### src/cst_regs.svh
// Register offsets, field positions, reset and preset values of the state trigger.
// Assumes a 32-bit register port with byte offsets in an 8-bit address.
`ifndef CST_REGS_SVH
`define CST_REGS_SVH
// ****************************************************************
// Offsets
// ****************************************************************
`define CST_A_CFG 8'h00
`define CST_A_PAT_CH 8'h04
`define CST_A_PAT_AUX 8'h08
`define CST_A_SEL 8'h0c
`define CST_A_THR_MAIN 8'h10
`define CST_A_THR_DLY 8'h14
`define CST_A_CMD 8'h18
`define CST_A_VDIV 8'h1c
`define CST_A_STATUS 8'h20
// ****************************************************************
// Fields
// ****************************************************************
`define CST_CFG_SRC 4:0
`define CST_CFG_FALL 8
`define CST_CFG_FN 13:12
`define CST_CFG_ARM 16
`define CST_PAT_AUX 1:0
`define CST_SEL 4:0
`define CST_THR 15:0
`define CST_VDIV 15:0
`define CST_CMD_GROUP 0
`define CST_CMD_ALL 1
`define CST_CMD_TT 2
`define CST_CMD_POS_EC 3
`define CST_CMD_NEG_EC 4
`define CST_CMD_COMP 5
`define CST_ST_BUSY 0
`define CST_ST_WAIT 1
`define CST_ST_FIRED 2
// ****************************************************************
// Values
// ****************************************************************
`define CST_PAT_LOW 2'h1
`define CST_PAT_HIGH 2'h2
`define CST_SRC_MAX 5'h10
`define CST_SEL_MIN 5'h01
`define CST_SEL_AUX 5'h11
`define CST_VDIV_RST 16'h03e8
`define CST_THR_AUX 16'h05dc
`define CST_THR_TT 16'h0578
`define CST_THR_POS_EC 16'h0e74
`define CST_THR_NEG_EC 16'hfaec
`define CST_THR_COMP 16'h09c4
`define CST_DIV_RANGE 22'h00000c
`endif

### src/cst_pkg.sv
// Types of the clocked state trigger.
// Assumes nothing beyond the register header.
package cst_pkg;
  typedef enum logic [1:0] {CST_FN_AND = 2'h0, CST_FN_NAND = 2'h1, CST_FN_OR = 2'h2,
    CST_FN_NOR = 2'h3} cst_fn_e;
  typedef enum logic [1:0] {CST_HOLD = 2'h0, CST_WAIT = 2'h1, CST_FIRE = 2'h3} cst_state_e;
  typedef logic [15:0] cst_thr_t;
endpackage

### src/cst_thr_if.sv
// Port bundle between the trigger controller and its threshold table.
// Assumes one clock shared by both ends.
`timescale 1ns/1ps
interface cst_thr_if #(parameter int AW = 4, parameter int DW = 16);
  logic we;
  logic [AW-1:0] waddr;
  logic [DW-1:0] wdata;
  logic [AW-1:0] raddr;
  logic [DW-1:0] rdata;
  modport ctrl (output we, output waddr, output wdata, output raddr, input rdata);
  modport mem (input we, input waddr, input wdata, input raddr, output rdata);
endinterface

### src/cst_sync.sv
// Three-stage input synchroniser with two-stage agreement.
// Assumes asynchronous inputs and a synchronous active-low reset.
`timescale 1ns/1ps
module cst_sync #(parameter int W = 17)
(
  input wire logic sys_clk,
  input wire logic rst_b,
  input wire logic [W-1:0] async_in,
  output logic [W-1:0] stable_out
);
  logic [W-1:0] s1;
  logic [W-1:0] s2;
  logic [W-1:0] s3;
  logic [W-1:0] next_stable;

  // ****************************************************************
  // Accept a level once the second and third stage agree
  // ****************************************************************
  always_comb
  begin
    next_stable = (~(s2 ^ s3) & s2) | ((s2 ^ s3) & stable_out);
  end

  always_ff @(posedge sys_clk)
  begin
    if (!rst_b)
    begin
      s1 <= '0;
      s2 <= '0;
      s3 <= '0;
      stable_out <= '0;
    end
    else
    begin
      s1 <= async_in;
      s2 <= s1;
      s3 <= s2;
      stable_out <= next_stable;
    end
  end
endmodule

### src/cst_thr_mem.sv
// Shared threshold table, one word per channel, registered write-first read.
// Assumes the controller never needs the table cleared at reset.
`timescale 1ns/1ps
module cst_thr_mem #(parameter int DEPTH = 16, parameter int AW = 4, parameter int DW = 16)
(
  input wire logic sys_clk,
  cst_thr_if.mem port
);
  logic [DW-1:0] store [DEPTH];
  logic [DW-1:0] next_rdata;

  // ****************************************************************
  // Read with bypass of a write to the same word
  // ****************************************************************
  always_comb
  begin
    next_rdata = (port.we && port.waddr == port.raddr) ? port.wdata : store[port.raddr];
  end

  always_ff @(posedge sys_clk)
  begin
    if (port.we)
    begin
      store[port.waddr] <= port.wdata;
    end
    port.rdata <= next_rdata;
  end
endmodule

### src/cst_trigger.sv
// Clocked state trigger with its shared threshold table and register port.
// Assumes probe pins are asynchronous and holdoff_active comes from logic on sys_clk.
//
// Behaviour
// - After holdoff, wait for chosen clock edge
// - Compare inputs to pattern, skip don't-care
// - Compare sixteen channels plus auxiliary input
// - True comparison fires trigger at once
// - AND: every compared input matches
// - NAND: at least one compared input differs
// - OR: at least one compared input matches
// - NOR: every compared input differs
// - Selector one to sixteen channels, seventeen auxiliary
// - Auxiliary threshold fixed 1.5 V, writes ignored
// - One threshold shared by main and delayed
// - Group copy writes selected threshold to group
// - Global copy writes selected threshold everywhere
// - Presets load 1.4, 3.7 and 2.5 V
// - Negative emitter-coupled preset loads minus 1.3 V
// - Thresholds clamped to twelve divisions
// - All don't-care never triggers
// - Clock source input excluded from pattern
// - Clock source any input, rising or falling
`timescale 1ns/1ps
`include "cst_regs.svh"
module cst_trigger
  import cst_pkg::*;
#(
  parameter int N_CH = 16,
  parameter int GROUP_SIZE = 4,
  parameter logic [15:0] VDIV_RST = `CST_VDIV_RST
)
(
  input wire logic sys_clk,
  input wire logic rst_b,
  input wire logic [7:0] bus_addr,
  input wire logic [31:0] bus_wdata,
  input wire logic bus_wr,
  input wire logic bus_rd,
  output logic [31:0] bus_rdata,
  input wire logic [N_CH-1:0] probe_in,
  input wire logic aux_in,
  input wire logic holdoff_active,
  output logic trig_event,
  output logic trig_armed
);
  localparam int NI = N_CH + 1;
  localparam int AW = $clog2(N_CH);

  logic [NI-1:0] in_now;
  logic [4:0] clk_src;
  logic clk_fall;
  cst_fn_e fn;
  logic arm;
  logic [2*NI-1:0] pat;
  logic [4:0] sel;
  logic [15:0] vdiv;
  logic fired;
  logic busy;
  logic [AW-1:0] walk_idx;
  logic [AW-1:0] walk_last;
  cst_thr_t walk_val;
  cst_state_e state;
  logic clk_prev;
  logic [4:0] next_clk_src;
  logic next_clk_fall;
  cst_fn_e next_fn;
  logic next_arm;
  logic [2*NI-1:0] next_pat;
  logic [4:0] next_sel;
  logic [15:0] next_vdiv;
  logic next_fired;
  logic next_busy;
  logic [AW-1:0] next_walk_idx;
  logic [AW-1:0] next_walk_last;
  cst_thr_t next_walk_val;
  logic [31:0] next_rdata;
  cst_state_e next_state;
  logic next_trig;
  logic clk_cur;
  logic edge_seen;
  logic [NI-1:0] care;
  logic [NI-1:0] match;
  logic any_care;
  logic all_match;
  logic any_match;
  logic hit;
  logic sel_aux;
  logic [AW-1:0] sel_idx;
  cst_thr_t sel_thr;
  logic wr_thr;
  logic wr_cmd;

  cst_thr_if #(.AW(AW), .DW(16)) thr ();

  cst_sync #(.W(NI)) u_sync
  (
    .sys_clk(sys_clk),
    .rst_b(rst_b),
    .async_in({aux_in, probe_in}),
    .stable_out(in_now)
  );

  cst_thr_mem #(.DEPTH(N_CH), .AW(AW), .DW(16)) u_thr
  (
    .sys_clk(sys_clk),
    .port(thr.mem)
  );

  function automatic cst_thr_t clamp_thr(input cst_thr_t v, input logic [15:0] div);
    logic signed [21:0] lim;
    logic signed [21:0] sv;
    lim = signed'(22'({6'h00, div}) * `CST_DIV_RANGE);
    sv = signed'({{6{v[15]}}, v});
    if (sv > lim)
      clamp_thr = lim[15:0];
    else if (sv < -lim)
      clamp_thr = 16'(-lim);
    else
      clamp_thr = v;
  endfunction

  // ****************************************************************
  // Pattern comparison
  // ****************************************************************
  always_comb
  begin
    clk_cur = in_now[clk_src];
    edge_seen = clk_fall ? (clk_prev & ~clk_cur) : (~clk_prev & clk_cur);
    for (int i = 0; i < NI; i++)
    begin
      care[i] = (pat[2*i +: 2] == `CST_PAT_LOW || pat[2*i +: 2] == `CST_PAT_HIGH)
        && (5'(i) != clk_src);
      match[i] = in_now[i] == (pat[2*i +: 2] == `CST_PAT_HIGH);
    end
    any_care = |care;
    all_match = &(match | ~care);
    any_match = |(match & care);
    unique case (fn)
      CST_FN_AND: hit = all_match;
      CST_FN_NAND: hit = ~all_match;
      CST_FN_OR: hit = any_match;
      CST_FN_NOR: hit = ~any_match;
    endcase
  end

  // ****************************************************************
  // Trigger sequencer
  // ****************************************************************
  always_comb
  begin
    next_state = state;
    next_trig = 1'b0;
    unique case (state)
      CST_HOLD:
      begin
        if (arm && !holdoff_active)
          next_state = CST_WAIT;
      end
      CST_WAIT:
      begin
        if (!arm || holdoff_active)
          next_state = CST_HOLD;
        else if (edge_seen && any_care && hit)
        begin
          next_state = CST_FIRE;
          next_trig = 1'b1;
        end
      end
      CST_FIRE:
      begin
        next_state = CST_HOLD;
      end
    endcase
  end

  // ****************************************************************
  // Registers and threshold table access
  // ****************************************************************
  always_comb
  begin
    sel_aux = sel == `CST_SEL_AUX;
    sel_idx = AW'(sel - `CST_SEL_MIN);
    sel_thr = sel_aux ? `CST_THR_AUX : thr.rdata;
    wr_thr = bus_wr && (bus_addr == `CST_A_THR_MAIN || bus_addr == `CST_A_THR_DLY);
    wr_cmd = bus_wr && bus_addr == `CST_A_CMD && !busy;
    next_clk_src = clk_src;
    next_clk_fall = clk_fall;
    next_fn = fn;
    next_arm = arm;
    next_pat = pat;
    next_sel = sel;
    next_vdiv = vdiv;
    next_fired = fired | next_trig;
    next_busy = busy;
    next_walk_idx = walk_idx;
    next_walk_last = walk_last;
    next_walk_val = walk_val;
    thr.we = 1'b0;
    thr.waddr = sel_idx;
    thr.wdata = clamp_thr(bus_wdata[`CST_THR], vdiv);
    if (bus_wr)
    begin
      unique case (bus_addr)
        `CST_A_CFG:
        begin
          if (bus_wdata[`CST_CFG_SRC] <= `CST_SRC_MAX)
            next_clk_src = bus_wdata[`CST_CFG_SRC];
          next_clk_fall = bus_wdata[`CST_CFG_FALL];
          next_fn = cst_fn_e'(bus_wdata[`CST_CFG_FN]);
          next_arm = bus_wdata[`CST_CFG_ARM];
        end
        `CST_A_PAT_CH: next_pat[2*N_CH-1:0] = bus_wdata[2*N_CH-1:0];
        `CST_A_PAT_AUX: next_pat[2*NI-1 -: 2] = bus_wdata[`CST_PAT_AUX];
        `CST_A_SEL:
        begin
          if (bus_wdata[`CST_SEL] >= `CST_SEL_MIN && bus_wdata[`CST_SEL] <= `CST_SEL_AUX)
            next_sel = bus_wdata[`CST_SEL];
        end
        `CST_A_VDIV: next_vdiv = bus_wdata[`CST_VDIV];
        `CST_A_STATUS: next_fired = next_trig | (fired & ~bus_wdata[`CST_ST_FIRED]);
        default:
        begin
        end
      endcase
    end
    if (busy)
    begin
      thr.we = 1'b1;
      thr.waddr = walk_idx;
      thr.wdata = walk_val;
      next_walk_idx = AW'(walk_idx + 1'b1);
      next_busy = walk_idx != walk_last;
    end
    else if (wr_thr && !sel_aux)
    begin
      thr.we = 1'b1;
    end
    else if (wr_cmd && !sel_aux && bus_wdata[`CST_CMD_GROUP])
    begin
      next_busy = 1'b1;
      next_walk_val = sel_thr;
      next_walk_idx = AW'((int'(sel_idx) / GROUP_SIZE) * GROUP_SIZE);
      next_walk_last = AW'((int'(sel_idx) / GROUP_SIZE) * GROUP_SIZE + GROUP_SIZE - 1);
    end
    else if (wr_cmd && bus_wdata[`CST_CMD_ALL])
    begin
      next_busy = 1'b1;
      next_walk_val = sel_thr;
      next_walk_idx = '0;
      next_walk_last = AW'(N_CH - 1);
    end
    else if (wr_cmd && !sel_aux && |bus_wdata[`CST_CMD_COMP:`CST_CMD_TT])
    begin
      thr.we = 1'b1;
      if (bus_wdata[`CST_CMD_TT])
        thr.wdata = clamp_thr(`CST_THR_TT, vdiv);
      else if (bus_wdata[`CST_CMD_POS_EC])
        thr.wdata = clamp_thr(`CST_THR_POS_EC, vdiv);
      else if (bus_wdata[`CST_CMD_NEG_EC])
        thr.wdata = clamp_thr(`CST_THR_NEG_EC, vdiv);
      else
        thr.wdata = clamp_thr(`CST_THR_COMP, vdiv);
    end
    thr.raddr = AW'(next_sel - `CST_SEL_MIN);
    next_rdata = '0;
    if (bus_rd)
    begin
      unique case (bus_addr)
        `CST_A_CFG:
        begin
          next_rdata[`CST_CFG_SRC] = clk_src;
          next_rdata[`CST_CFG_FALL] = clk_fall;
          next_rdata[`CST_CFG_FN] = fn;
          next_rdata[`CST_CFG_ARM] = arm;
        end
        `CST_A_PAT_CH: next_rdata[2*N_CH-1:0] = pat[2*N_CH-1:0];
        `CST_A_PAT_AUX: next_rdata[`CST_PAT_AUX] = pat[2*NI-1 -: 2];
        `CST_A_SEL: next_rdata[`CST_SEL] = sel;
        `CST_A_THR_MAIN, `CST_A_THR_DLY: next_rdata[`CST_THR] = sel_thr;
        `CST_A_VDIV: next_rdata[`CST_VDIV] = vdiv;
        `CST_A_STATUS:
        begin
          next_rdata[`CST_ST_BUSY] = busy;
          next_rdata[`CST_ST_WAIT] = state == CST_WAIT;
          next_rdata[`CST_ST_FIRED] = fired;
        end
        default: next_rdata = '0;
      endcase
    end
  end

  always_ff @(posedge sys_clk)
  begin
    if (!rst_b)
    begin
      clk_src <= '0;
      clk_fall <= 1'b0;
      fn <= CST_FN_AND;
      arm <= 1'b0;
      pat <= '0;
      sel <= `CST_SEL_MIN;
      vdiv <= VDIV_RST;
      fired <= 1'b0;
      busy <= 1'b0;
      walk_idx <= '0;
      walk_last <= '0;
      walk_val <= '0;
      state <= CST_HOLD;
      clk_prev <= 1'b0;
      trig_event <= 1'b0;
      trig_armed <= 1'b0;
      bus_rdata <= '0;
    end
    else
    begin
      clk_src <= next_clk_src;
      clk_fall <= next_clk_fall;
      fn <= next_fn;
      arm <= next_arm;
      pat <= next_pat;
      sel <= next_sel;
      vdiv <= next_vdiv;
      fired <= next_fired;
      busy <= next_busy;
      walk_idx <= next_walk_idx;
      walk_last <= next_walk_last;
      walk_val <= next_walk_val;
      state <= next_state;
      clk_prev <= clk_cur;
      trig_event <= next_trig;
      trig_armed <= next_state == CST_WAIT;
      bus_rdata <= next_rdata;
    end
  end
endmodule

### config.mk
export PLATFORM = sky130hd
export DESIGN_NAME = cst_trigger
export DESIGN_NICKNAME = d
export VERILOG_FILES = /design/src/cst_pkg.sv /design/src/cst_thr_if.sv /design/src/cst_sync.sv /design/src/cst_thr_mem.sv /design/src/cst_trigger.sv
export VERILOG_INCLUDE_DIRS = /design/src /design/src/src
export SDC_FILE = /design/constraint.sdc
export NUM_CORES = 1
export LEC_CHECK = 0
export ABC_CLOCK_PERIOD_IN_PS = 8100
export BUFFER_PORTS_ARGS = -buffer_cell sky130_fd_sc_hd__buf_2
export CORE_UTILIZATION = 40
export DETAILED_ROUTE_END_ITERATION = 10
export PLACE_DENSITY = 0.66
export SLEW_MARGIN = 40
export SYNTH_ARGS = -nofsm -noshare
export SYNTH_HDL_FRONTEND = slang
export SYNTH_HIERARCHICAL = 1
export SYNTH_SLANG_ARGS = --single-unit
### constraint.sdc
create_clock -name sys_clk -period 8.1 [get_ports sys_clk]
set_input_delay 0.405 -clock sys_clk [delete_from_list [all_inputs] [get_ports sys_clk]]
set_output_delay 0.405 -clock sys_clk [all_outputs]
set_load 0.1 [all_outputs]
==> results.txt, run 1 <==
Measured against the total synthesized area, the mux share comes to 8.44%. Top cell family by delay on the critical path: compound AO/OA/AOI/OAI gates. Setup slack on the worst reg-to-reg path comes out at 760 ps. The average size of a mapped cell came out at 11.4 um^2. The global placer's final weighted congestion was 0.936. After layout, the minimum clock period comes to 7340 ps.

The worst setup path is of the reg -> reg kind. The tools report the endpoint required time on the critical path as 8230 ps. Summed over all failing endpoints, the final setup total negative slack is 0 ps. The critical path goes through ha_1 -> inv_1 -> fa_1 -> nand2b_1 -> a21oi_1 -> xor2_1 -> clkinv_1 -> nand4_2 -> nor2_1 -> xnor2_1 -> ha_1 -> and4_1 -> a221oi_1 -> a21oi_1 -> or2_2 -> a31o_2 -> a221oi_2 -> o31a_1 -> mux2i_1 -> nand4_1.

Clock skew on the completed layout was measured at 33.1 ps. The post-layout total power was 4910 uW; the maximum fanout along the worst path was 16. Of the total synthesized cell area, the portion taken by AND, OR, NAND and NOR gates is 15.3%.

The logs give 95000 um for the wire length of the first global-routing pass and 0 for the number of max-cap violations. By area the synthesized netlist is led by sky130_fd_sc_hd__edfxtp_1 35%, sky130_fd_sc_hd__dfxtp_1 18%, sky130_fd_sc_hd__mux4_2 6.1%. The run gives 0 as the remaining design rule violation count. Of the cells placed in the final design, the portion with a size suffix greater than 1 is 16.3%. After synthesis the cells add up to 21900 um^2. The layout has 4890 filler cells.

The critical path crosses 20 cells after its start point. Initial antenna violation count: 0. The biggest area contributor in the post-synthesis netlist is sky130_fd_sc_hd__edfxtp_1.

The clock tree synthesis step divided the H-tree into 2 levels. Counting along the longest clock path gives a buffer depth of 3. The end point of the critical path is u_thr/store[0][5]$_DFFE_PP_. Port buffering added 95 buffers. The logs give 85 for the count of standard-cell rows and 15624 for the via count of the first global-routing pass. Setup repair after global routing left no endpoint under its margin.

After synthesis, the share of flip-flops with an asynchronous set or reset is 0%. For the detailed-route wire length, the log shows 62400 um. Of the synthesized area, sequential elements account for 53.3%. The post-detailed-route count of antenna-violating nets was 0; the compound-gate portion of the synthesized area was 13.8%. The synthesized netlist devotes 4.27% of its cell area to adder and majority cells. Summed over all cells, the static leakage comes to 0.00887 uW.

The origin of the worst setup path is vdiv[0]$_SDFFE_PN0P_. TritonCTS built the clock tree. The synthesized design contains 256 enable-type register cells. The detailed-route via count was 16020; the source-to-sink clock delay at the later pin of the worst-skew pair was 620 ps. The library cell with the highest instance count after synthesis was sky130_fd_sc_hd__edfxtp_1. The placed wire-length estimate after detailed placement was 43100 um. The reg-to-reg critical path startpoint was vdiv[0]$_SDFFE_PN0P_.

Slowest cell on the critical path: sky130_fd_sc_hd__o31a_1. The maximum single-stage delay on the critical path was 650 ps; the synthesized net count was 2048. For the pin with the worst max-slew slack, the measured transition is 835 ps. The run gives 44.3% as the worst slew slack as a fraction of its limit.

In the synthesized netlist, the cells that appear most often are 256 x sky130_fd_sc_hd__edfxtp_1, 235 x sky130_fd_sc_hd__nand2_1, 198 x sky130_fd_sc_hd__dfxtp_1. For the number of diodes added for antenna fixing, the log shows 0. Final number of max-transition violations: 0. The xor and xnor area share after synthesis was 1.75%; the count of mapped cells out of synthesis was 1912.

The number of warnings printed during yosys synthesis is 6, and the count of cells along the worst register-to-register path is 20. For this run, the top clock speed supported by timing is 136 MHz. In this run the biggest area consumer among cell types represents 35.2% of the synthesized area. The class of the worst hold path is in -> reg. Area of the core: 53900 um^2.

The clock-pin slew reported for the worst setup and hold paths after clock tree synthesis is 60 ps, and the residual overflow from global routing is 0. At the worst endpoint, the arrival time is 7470 ps. After detailed routing, the average wire length per cell comes to 22.8 um.

The run finished with clean final reports. In this run the critical register-to-register path is captured at u_thr/store[0][5]$_DFFE_PP_. Global routing used 22.2% of the available tracks. The tools report the total count of hold-check failures in the final report as 0.

The initial cell density of the core was 40.5%. Entering global routing, the biggest net connects 95 pins. Number of buffers created by CTS: 47. Die extent in x: 236 um.

After synthesis, the largest family of logic cells by area is simple AND/OR/NAND/NOR gates. The tools report the number of distinct library cell variants in the gate-level netlist after synthesis as 103. The synthesized flop and latch total was 454; the maximum vdd drop was 198 uV. The first TritonRoute pass finished after 6 iterations. The run gives 1609 as the iteration-0 DRC count of the detailed router. Using the TritonRoute via totals, the vias-per-cell ratio works out to 5.86. STA classifies the critical path endpoint as a register. The CTS sink count was 454; the vertical die dimension was 236 um. The area growth from synthesis to layout is 13.9%. The number of failing setup endpoints in the final timing report is 0.

After layout, the worst path uses 90.6% of the clock period. CTS placed an instance of sky130_fd_sc_hd__clkbuf_16 at the clock tree root. Kind of launch point of the worst setup path: a register.

The critical path buffer and inverter count is 2, and the area of the die is 55600 um^2. The power density over the cells was 197 nW/um^2; the net count of the finished layout was 2138. The worst hold path was traced through 2 stages.

The most used flip-flop cell after synthesis is sky130_fd_sc_hd__edfxtp_1. Total I/O pin count: 96.
how the worst min path moves through the flow:
| stage | startpoint | endpoint | slack, ps |
|---|---|---|---|
| final | aux_in | u_sync/s1[16]$_SDFF_PN0_ | 30 |
| after global routing | aux_in | u_sync/s1[16]$_SDFF_PN0_ | 20 |
| after CTS | aux_in | u_sync/s1[16]$_SDFF_PN0_ | 5 |
| after detailed placement | u_sync/s1[6]$_SDFF_PN0_ | u_sync/s2[6]$_SDFF_PN0_ | 420 |
| after global placement | u_sync/s1[11]$_SDFF_PN0_ | u_sync/s2[11]$_SDFF_PN0_ | 420 |
| after floorplan | u_sync/s1[0]$_SDFF_PN0_ | u_sync/s2[0]$_SDFF_PN0_ | 410 |
power by group:
part | total, uW | leakage, uW | switching (uW) | internal [uW]
clock | 2240 | 0.000797 | 925 | 1310
sequential | 2470 | 0.00392 | 5.00 | 2460
combinational | 202 | 0.00415 | 137 | 64.9
total | 4910 | 0.00887 | 1070 | 3840
flip-flops by register name, summed over array words and instances, names as in the netlist, 2 cells and up, named ones only:
name,cells
bus_rdata,32
clk_src,5
fn,2
pat,34
sel,5
state,2
u_sync/s1,17
u_sync/s2,17
u_sync/s3,17
u_thr/store,256
vdiv,16
walk_idx,4
walk_last,3
walk_val,16
final cells by class:
cell class              instances  area (um^2)  area share [%]
inverters                      57          215           0.864
repair buffers                142          867            3.48
clock buffers                  61         1310            5.26
clock inverters                25          307            1.23
multi-input cells            1300         9670            38.8
well taps                     696          871            3.50
flip-flops and latches        454        11700            46.8
timing repair:
| action | in CTS | in global routing |
|---|---|---|
| gates resized for setup | 0 | 0 |
| endpoints found under the hold margin | 15 | 0 |
| setup buffers | 0 | 0 |
| hold buffers | 15 | 0 |
| endpoints found under the setup margin | 0 | 0 |
per-stage QoR:
step	hold slack (ps)	worst slack [ps]	instance area [um^2]	utilization [%]	std cells
2_1_floorplan	412	2190	21900	-	1912
3_3_place_gp	416	1070	23000	42.7	2632
3_5_place_dp	421	812	23100	42.8	2633
4_1_cts	4.56	776	24900	46.1	2734
5_1_grt	22.0	292	24900	46.2	2735
6_report	26.1	759	24900	46.2	2735
layout by cell type, fill, tap and decap left out, types with 13 or more instances in the layout:
master,n
sky130_fd_sc_hd__nor2b_1,32
sky130_fd_sc_hd__nor2_1,79
sky130_fd_sc_hd__inv_1,48
sky130_fd_sc_hd__mux2i_1,21
sky130_fd_sc_hd__ha_1,73
sky130_fd_sc_hd__a21oi_1,77
sky130_fd_sc_hd__nand4_1,16
sky130_fd_sc_hd__buf_2,95
sky130_fd_sc_hd__and2_1,79
sky130_fd_sc_hd__and3_1,20
sky130_fd_sc_hd__edfxtp_1,256
sky130_fd_sc_hd__a21o_1,14
sky130_fd_sc_hd__mux4_2,59
sky130_fd_sc_hd__nand2b_1,13
sky130_fd_sc_hd__o21ai_0,51
sky130_fd_sc_hd__xnor2_1,26
sky130_fd_sc_hd__nor3_1,36
sky130_fd_sc_hd__buf_4,30
sky130_fd_sc_hd__dfxtp_1,196
sky130_fd_sc_hd__nand2_1,234
sky130_fd_sc_hd__a21boi_0,61
sky130_fd_sc_hd__nor4_1,15
sky130_fd_sc_hd__o211ai_1,30
sky130_fd_sc_hd__nand3_1,61
sky130_fd_sc_hd__clkbuf_16,48
sky130_fd_sc_hd__dlygate4sd3_1,15
sky130_fd_sc_hd__a22oi_1,39
sky130_fd_sc_hd__a31oi_1,24
layer usage:
layer	vias to the layer above	global-route usage (%)	part of all wire (%)
li1	7363	-	-
met1	7899	29.8	43
met2	638	36.4	47
met3	120	3.43	6.4
met4	0	8.12	3.3
met5	-	0	0
kinds of logic (layout without fill, tap and decap cells):
group | after synthesis | count (layout)
compound gates | 425 | 425
flops | 454 | 454
xor+xnor | 42 | 42
mux | 94 | 94
simple gates | 665 | 665
buf+inv | 158 | 285
fa+ha+maj | 74 | 74
Note: power is estimated with default switching activity, not from simulation.
==> inputs of run 2 (changes only) <==
--- a/config.mk
+++ b/config.mk
@@ -10,6 +10,7 @@
 export BUFFER_PORTS_ARGS = -buffer_cell sky130_fd_sc_hd__buf_2
 export CORE_UTILIZATION = 40
 export DETAILED_ROUTE_END_ITERATION = 10
+export HOLD_SLACK_MARGIN = 0.1
 export PLACE_DENSITY = 0.66
 export SLEW_MARGIN = 40
 export SYNTH_ARGS = -nofsm -noshare
==> results.txt, run 2 (same netlist as run 1, synthesis figures left out) <==
In this run the clock root is driven by a sky130_fd_sc_hd__clkbuf_16. Power density over the cells: 196 nW/um^2 (-0.61%). The CTS sink count is 454 (unchanged), and the total track usage is 22.3% (+0.067 points). The source-to-sink clock delay at the later pin of the worst-skew pair was 610 ps (about the same). Leaving out fill and tap cells, the most frequent cells in the layout are 256 x sky130_fd_sc_hd__edfxtp_1, 234 x sky130_fd_sc_hd__nand2_1, 196 x sky130_fd_sc_hd__dfxtp_1.

The register with the most flip-flops in the final layout is u_thr/store. Final setup TNS: 0 ps (unchanged). Post-placement setup slack: 812 ps (unchanged). The wire length of the first global-routing pass was 95300 um (+0.32%); the remaining design rule violation count was 0 (unchanged).

The global placer's final weighted congestion is 0.936 (unchanged), and the worst-case clock skew is 32.2 ps (-0.907 ps). Die extent in x: 236 um (unchanged). The number of buffers created by CTS came out at 47 (unchanged). The detailed-route wire length was 62500 um (+0.18%).

In the final layout, the registers with the most flip-flops are u_thr/store x256, pat x34, bus_rdata x32. Setup slack of the worst register-to-register path: 780 ps (+20 ps). Post-detailed-route count of antenna-violating nets: 0 (unchanged). The minimum period implied by the final worst setup slack is 7320 ps (-17.1 ps), and the area of the core is 53900 um^2 (unchanged). The tools report the detailed-route via count as 16030 (+0.062%). The share of layout cells above drive strength 1 works out to 16.2% (-0.14 points). The iteration-0 DRC count of the detailed router was 1718 (+6.8%).

The count of standard-cell rows was 85 (unchanged). The initial cell density of the core was 40.5% (unchanged). The number of max-cap violations came out at 0 (unchanged). The worst setup path is captured at a register. The endpoint required time on the critical path was 8220 ps (about the same); the number of stages on the worst hold path was 3 (+1).

For the setup slack after layout, the log shows 776 ps (+17.1 ps). Slew of the pin with the lowest slew margin: 840 ps (+4.18 ps). The worst slew slack as a fraction of its limit was 44.0% (-0.28 points). The flip-flop count of the largest register, all copies and words added was 256 (unchanged); the net count of the finished layout was 2155 (+0.80%). The run gives 137 MHz (+0.23%) as the fmax. The number of diodes added for antenna fixing was 0 (unchanged); the maximum fanout along the worst path was 16 (unchanged). Leaving out fill and tap cells, the most frequent cell in the layout is sky130_fd_sc_hd__edfxtp_1. The run gives 0 (unchanged) as the initial antenna violation count. The post-route fraction of the period consumed by the critical path works out to 90.4% (-0.21 points).

The vertical die dimension is 236 um (unchanged), and the number of failing setup endpoints in the final timing report is 0 (unchanged). The area growth from synthesis to layout is 14.7%. The run finished with clean final reports. Kind of launch point of the worst setup path: a register.

The clock-pin slew reported for the worst setup and hold paths after clock tree synthesis came out at 60 ps (about the same). The run gives 15695 (+0.45%) as the via count of the first global-routing pass. The class of the worst hold path was in -> reg. The count of input and output buffers was 95 (unchanged).

The worst setup path is of the reg -> reg kind. The detail-routed via count per cell was 5.82 (-0.56%); the maximum vdd drop was 198 uV (+0.26%). The number of filler instances in the final layout was 4869 (-0.43%). The largest buffer count on any clock path came out at 3 (unchanged). The final number of max-transition violations was 0 (unchanged); the number of detailed-route iterations in the first pass was 6 (unchanged).

The logs give 43100 um (unchanged) for the placed wire-length estimate after detailed placement and 55600 um^2 (unchanged) for the area of the die. The count of cells along the worst register-to-register path came out at 20 (unchanged). The average routed wire per standard cell came out at 22.7 um (-0.44%). Setup repair after global routing left no endpoint under its margin.

The logs give 7440 ps (-30 ps) for the endpoint arrival time on the critical path and 2 (unchanged) for the number of H-tree levels. Pin count of the biggest net entering global routing: 95 (unchanged). TritonCTS built the clock tree.

The run gives 0 (unchanged) as the total count of hold-check failures in the final report. The tools report the total I/O pin count as 96 (unchanged). The residual overflow from global routing was 0 (unchanged); the cell leakage power was 0.00894 uW (+0.80%).
## run 2: final cells by class
| cell class | count | area, um^2 | area share (%) |
|---|---|---|---|
| clock inverter | 25 | 307 | 1.22 |
| tap | 696 | 871 | 3.47 |
| timing repair buffer | 159 | 1040 | 4.14 |
| multi-input combinational | 1300 | 9670 | 38.6 |
| inverter | 57 | 215 | 0.859 |
| clock buffer | 61 | 1310 | 5.23 |
| sequential | 454 | 11700 | 46.5 |
## run 2: per-stage QoR
stage	std cells	util [%]	hold slack [ps]	power [uW]	instance area (um^2)
finish	2752	46.5	120	4910	25100
global route	2752	46.5	126	5060	25100
CTS	2751	46.4	102	4950	25000
detailed placement	2633	42.8	421	2710	23100
global placement	2632	42.7	416	2700	23000
floorplan	1912	-	412	2630	21900
## run 2: worst paths after layout
check	from	endpoint
min reg2reg	u_sync/s1[6]$_SDFF_PN0_	u_sync/s2[6]$_SDFF_PN0_
max reg2reg	vdiv[0]$_SDFFE_PN0P_	u_thr/store[6][9]$_DFFE_PP_
min	bus_wdata[30]	pat[30]$_SDFFE_PN0P_
max	vdiv[0]$_SDFFE_PN0P_	u_thr/store[6][9]$_DFFE_PP_
## run 2: repair_timing
action | in CTS | in global routing
endpoints found under the setup margin | 0 | 0
hold buffers | 32 | 0
hold endpoints to repair | 33 | 0
resized for setup | 0 | 0
setup buffers | 0 | 0
## run 2: power breakdown
group	switching [uW]	leakage, uW	internal, uW
registers	4.98	0.00392	2460
clock network	923	0.000797	1310
logic	137	0.00423	70.2
total	1060	0.00894	3850
## run 2: worst max-delay path, cell delays in order, from the launching register on
cell and delay [ps]:
sky130_fd_sc_hd__dfxtp_1 570, sky130_fd_sc_hd__ha_1 300, sky130_fd_sc_hd__inv_1 70, sky130_fd_sc_hd__fa_1 430, sky130_fd_sc_hd__nand2b_1 220, sky130_fd_sc_hd__a21oi_1 170
sky130_fd_sc_hd__xor2_1 430, sky130_fd_sc_hd__clkinv_1 410, sky130_fd_sc_hd__nand4_2 320, sky130_fd_sc_hd__nor2_1 80, sky130_fd_sc_hd__xnor2_1 400, sky130_fd_sc_hd__ha_1 330
sky130_fd_sc_hd__and4_1 200, sky130_fd_sc_hd__a221oi_1 300, sky130_fd_sc_hd__a21oi_1 160, sky130_fd_sc_hd__or2_2 310, sky130_fd_sc_hd__a31o_2 260, sky130_fd_sc_hd__a221oi_2 440
sky130_fd_sc_hd__o31a_1 640, sky130_fd_sc_hd__mux2i_1 260, sky130_fd_sc_hd__nand4_1 530
## run 2: layer usage
metal	wire length (um)	track usage, %	vias to the layer above
met3	4060	3.39	131
met2	29500	36.6	605
li1	-	-	7396
met4	2110	8.12	0
met5	0	0	-
met1	26800	29.9	7898
==> inputs of run 3 (changes only) <==
--- a/config.mk
+++ b/config.mk
@@ -8,6 +8,7 @@
 export LEC_CHECK = 0
 export ABC_CLOCK_PERIOD_IN_PS = 8100
 export BUFFER_PORTS_ARGS = -buffer_cell sky130_fd_sc_hd__buf_2
+export CORE_ASPECT_RATIO = 1.75
 export CORE_UTILIZATION = 40
 export DETAILED_ROUTE_END_ITERATION = 10
 export HOLD_SLACK_MARGIN = 0.1
==> results.txt, run 3 (same netlist as run 1, synthesis figures left out) <==
The flow ran to the end, and the final reports show no timing, DRC or antenna violations. The worst setup path is captured at a register. The run gives 24.2% (-5.7 points) as the fraction of met1 tracks used by global routing. Clock tree synthesis selected as its root buffer the cell sky130_fd_sc_hd__clkbuf_16.

For the number of H-tree levels, the log shows 2 (unchanged). The count of standard-cell rows was 113 (+33%); the area growth from synthesis to layout was 13.3%. For the detailed-route via count, the log shows 16304 (+1.7%). The total I/O pin count was 96 (unchanged).

The final cell area excluding filler cells was 24800 um^2 (-1.2%). Following the worst setup path forward leads to its endpoint at u_thr/store[3][9]$_DFFE_PP_. Leaving out fill and tap cells, the most frequent cells in the layout are 256 x sky130_fd_sc_hd__edfxtp_1, 234 x sky130_fd_sc_hd__nand2_1, 196 x sky130_fd_sc_hd__dfxtp_1. The most common cell after layout, fill and taps aside was sky130_fd_sc_hd__edfxtp_1. met2 is the most crowded layer.

The tools report the via count of the first global-routing pass as 16300 (+3.9%). Post-route fraction of the period consumed by the critical path: 91.2% (+0.80 points). The largest registers in the layout are u_thr/store x256, pat x34, bus_rdata x32. The residual overflow from global routing is 0 (unchanged), and the number of failing setup endpoints in the final timing report is 0 (unchanged). The global-route track usage on met3 was 2.83% (-0.56 points). STA classifies the critical path startpoint as a register.

The vertical die dimension is 311 um (+32%). Count of cells along the worst register-to-register path: 20 (unchanged). For the total track usage, the log shows 23.6% (+1.3 points). In this run the critical register-to-register path is launched from vdiv[0]$_SDFFE_PN0P_. The logs give 11700 um^2 (unchanged) for the area used by sequential logic in the layout and 39.7% (-4.3 points) for the worst slew slack as a fraction of its limit. For the final number of max-transition violations, the log shows 0 (unchanged).

The tools report the post-detailed-route count of antenna-violating nets as 0 (unchanged). The logs give 0.994 (+6.2%) for the global placer's final weighted congestion and 40 (-15%) for the number of buffers created by CTS. Number of max-cap violations: 0 (unchanged).

The tightest min-delay check is of the in -> reg type. The number of filler instances in the final layout was 4917 (+0.99%). The run gives 97800 um (+2.5%) as the wire length of the first global-routing pass. Setup slack of the worst register-to-register path: 710 ps (-60 ps). Power density over the cells: 185 nW/um^2 (-5.6%).

For the endpoint arrival time on the critical path, the log shows 7470 ps (+30 ps). Final setup TNS: 0 ps (unchanged). Worst-case clock skew: 18.5 ps (-13.7 ps). The fmax is 135 MHz (-0.88%). Minimum period implied by the final worst setup slack: 7390 ps (+64.7 ps). The critical path starts at vdiv[0]$_SDFFE_PN0P_.

Flip-flop count of the largest register, all copies and words added: 256 (unchanged). The run gives 454 (unchanged) as the CTS sink count. The count of instances resized after the clock tree is built is 0 (unchanged), and the pin count of the biggest net entering global routing is 98 (+3.2%). The endpoint required time on the critical path is 8180 ps (-40 ps), and the global routing met2 resource utilization is 43.4% (+6.8 points).

The run gives 0 (unchanged) as the total count of hold-check failures in the final report. For the combined area of the multi-input logic cells, the log shows 9620 um^2 (-0.53%). For the area of the core, the log shows 54200 um^2 (+0.43%). Clock-pin slew reported for the worst setup and hold paths after clock tree synthesis: 70 ps (about the same).

The worst setup path category was reg -> reg. Number of detailed-route iterations in the first pass: 5 (-1). For the iteration-0 DRC count of the detailed router, the log shows 1056 (-39%). The average routed wire per standard cell came out at 23.9 um (+5.3%). The remaining design rule violation count was 0 (unchanged). The slew of the pin with the lowest slew margin was 896 ps (+56.5 ps). The largest buffer count on any clock path came out at 3 (unchanged).

The minimum hold slack was 116 ps (-3.60 ps); the initial cell density of the core was 40.4% (-0.17 points). The initial antenna violation count is 0 (unchanged), and the number of diodes added for antenna fixing is 0 (unchanged). The area of the die is 55600 um^2 (about the same), and the maximum fanout along the worst path is 16 (unchanged). The count of input and output buffers works out to 95 (unchanged).

TritonCTS built the clock tree. The net count of the finished layout is 2155 (unchanged). The placed wire-length estimate after detailed placement came out at 47600 um (+10%). The post-detailed-placement cell area came out at 23100 um^2 (+0.20%). The tools report the maximum vdd drop as 129 uV (-35%).

The worst reg2reg path endpoint is u_thr/store[3][9]$_DFFE_PP_. The die extent in x was 179 um (-24%); the cell leakage power was 0.00882 uW (-1.3%). Setup repair after global routing left no endpoint under its margin. The share of layout cells above drive strength 1 was 16.0% (-0.23 points). The detail-routed via count per cell is 5.95 (+2.2%).

The register with the most flip-flops in the final layout is u_thr/store. The source-to-sink clock delay at the later pin of the worst-skew pair is 560 ps (-50 ps). For the detailed-route wire length, the log shows 65500 um (+4.7%).
run 3: changes by cell type in the layout (fill, tap and decap cells not counted), sizes merged:
cell | before | now
clkinv | 22 | 16
buf | 126 | 135
bufinv | 5 | 2
dlygate4sd3 | 32 | 30
inv | 55 | 52
clkinvlp | 0 | 6
clkbuf | 62 | 53
run 3: cell type report:
cell class / instances / area share (%)
clock buffer: 52 / 4.60
inverter: 57 / 0.869
clock inverter: 19 / 0.717
multi-input combinational: 1300 / 38.8
tap: 690 / 3.49
sequential: 454 / 47.1
timing repair buffer: 166 / 4.42
run 3: how the worst min path moves through the flow:
| stage | start | end | cells past startpoint |
|---|---|---|---|
| finish | bus_wdata[27] | pat[27]$_SDFFE_PN0P_ | 3 |
| global route | bus_wdata[19] | pat[19]$_SDFFE_PN0P_ | 3 |
| CTS | bus_wdata[19] | pat[19]$_SDFFE_PN0P_ | 3 |
| detailed placement | u_sync/s1[11]$_SDFF_PN0_ | u_sync/s2[11]$_SDFF_PN0_ | 1 |
| global placement | u_sync/s1[11]$_SDFF_PN0_ | u_sync/s2[11]$_SDFF_PN0_ | 1 |
| floorplan | u_sync/s1[0]$_SDFF_PN0_ | u_sync/s2[0]$_SDFF_PN0_ | 1 |
run 3: what timing repair did:
| action | 4_1_cts | 5_1_grt |
|---|---|---|
| hold buffers | 30 | 0 |
| setup buffers | 0 | 0 |
| endpoints found under the hold margin | 31 | 0 |
run 3: worst max-delay path, stage by stage (launching register included):
cell and delay (ps):
sky130_fd_sc_hd__dfxtp_1 580, sky130_fd_sc_hd__ha_1 310, sky130_fd_sc_hd__inv_1 70, sky130_fd_sc_hd__fa_1 430, sky130_fd_sc_hd__nand2b_1 270, sky130_fd_sc_hd__a21oi_1 200
sky130_fd_sc_hd__xor2_1 440, sky130_fd_sc_hd__clkinv_1 410, sky130_fd_sc_hd__nand4_2 350, sky130_fd_sc_hd__nor2_1 90, sky130_fd_sc_hd__xnor2_1 270, sky130_fd_sc_hd__ha_1 300
sky130_fd_sc_hd__and4_1 200, sky130_fd_sc_hd__a221oi_1 290, sky130_fd_sc_hd__a21oi_1 170, sky130_fd_sc_hd__or2_2 310, sky130_fd_sc_hd__a31o_2 260, sky130_fd_sc_hd__a221oi_2 420
sky130_fd_sc_hd__o31a_1 710, sky130_fd_sc_hd__mux2i_1 260, sky130_fd_sc_hd__nand4_1 530
run 3: routing by layer:
metal	vias up	share of wire, %
met4	0	7.6
met1	8024	35
met3	220	4.8
met2	664	53
met5	-	0
li1	7396	-
run 3: stage by stage:
step | instances | total power, uW | util (%) | setup slack, ps
2_1_floorplan | 1912 | 2630 | - | 2190
3_3_place_gp | 2636 | 2700 | 42.6 | 1140
3_5_place_dp | 2636 | 2710 | 42.7 | 850
4_1_cts | 2737 | 4620 | 45.7 | 816
5_1_grt | 2738 | 4710 | 45.7 | 150
6_report | 2738 | 4580 | 45.7 | 712
run 3: where the power goes:
group	leakage [uW]	total, uW	switching, uW	internal (uW)
Combinational	0.00427	204	134	70.4
Clock	0.000631	1910	846	1060
Sequential	0.00392	2470	4.84	2460
Total	0.00882	4580	984	3590
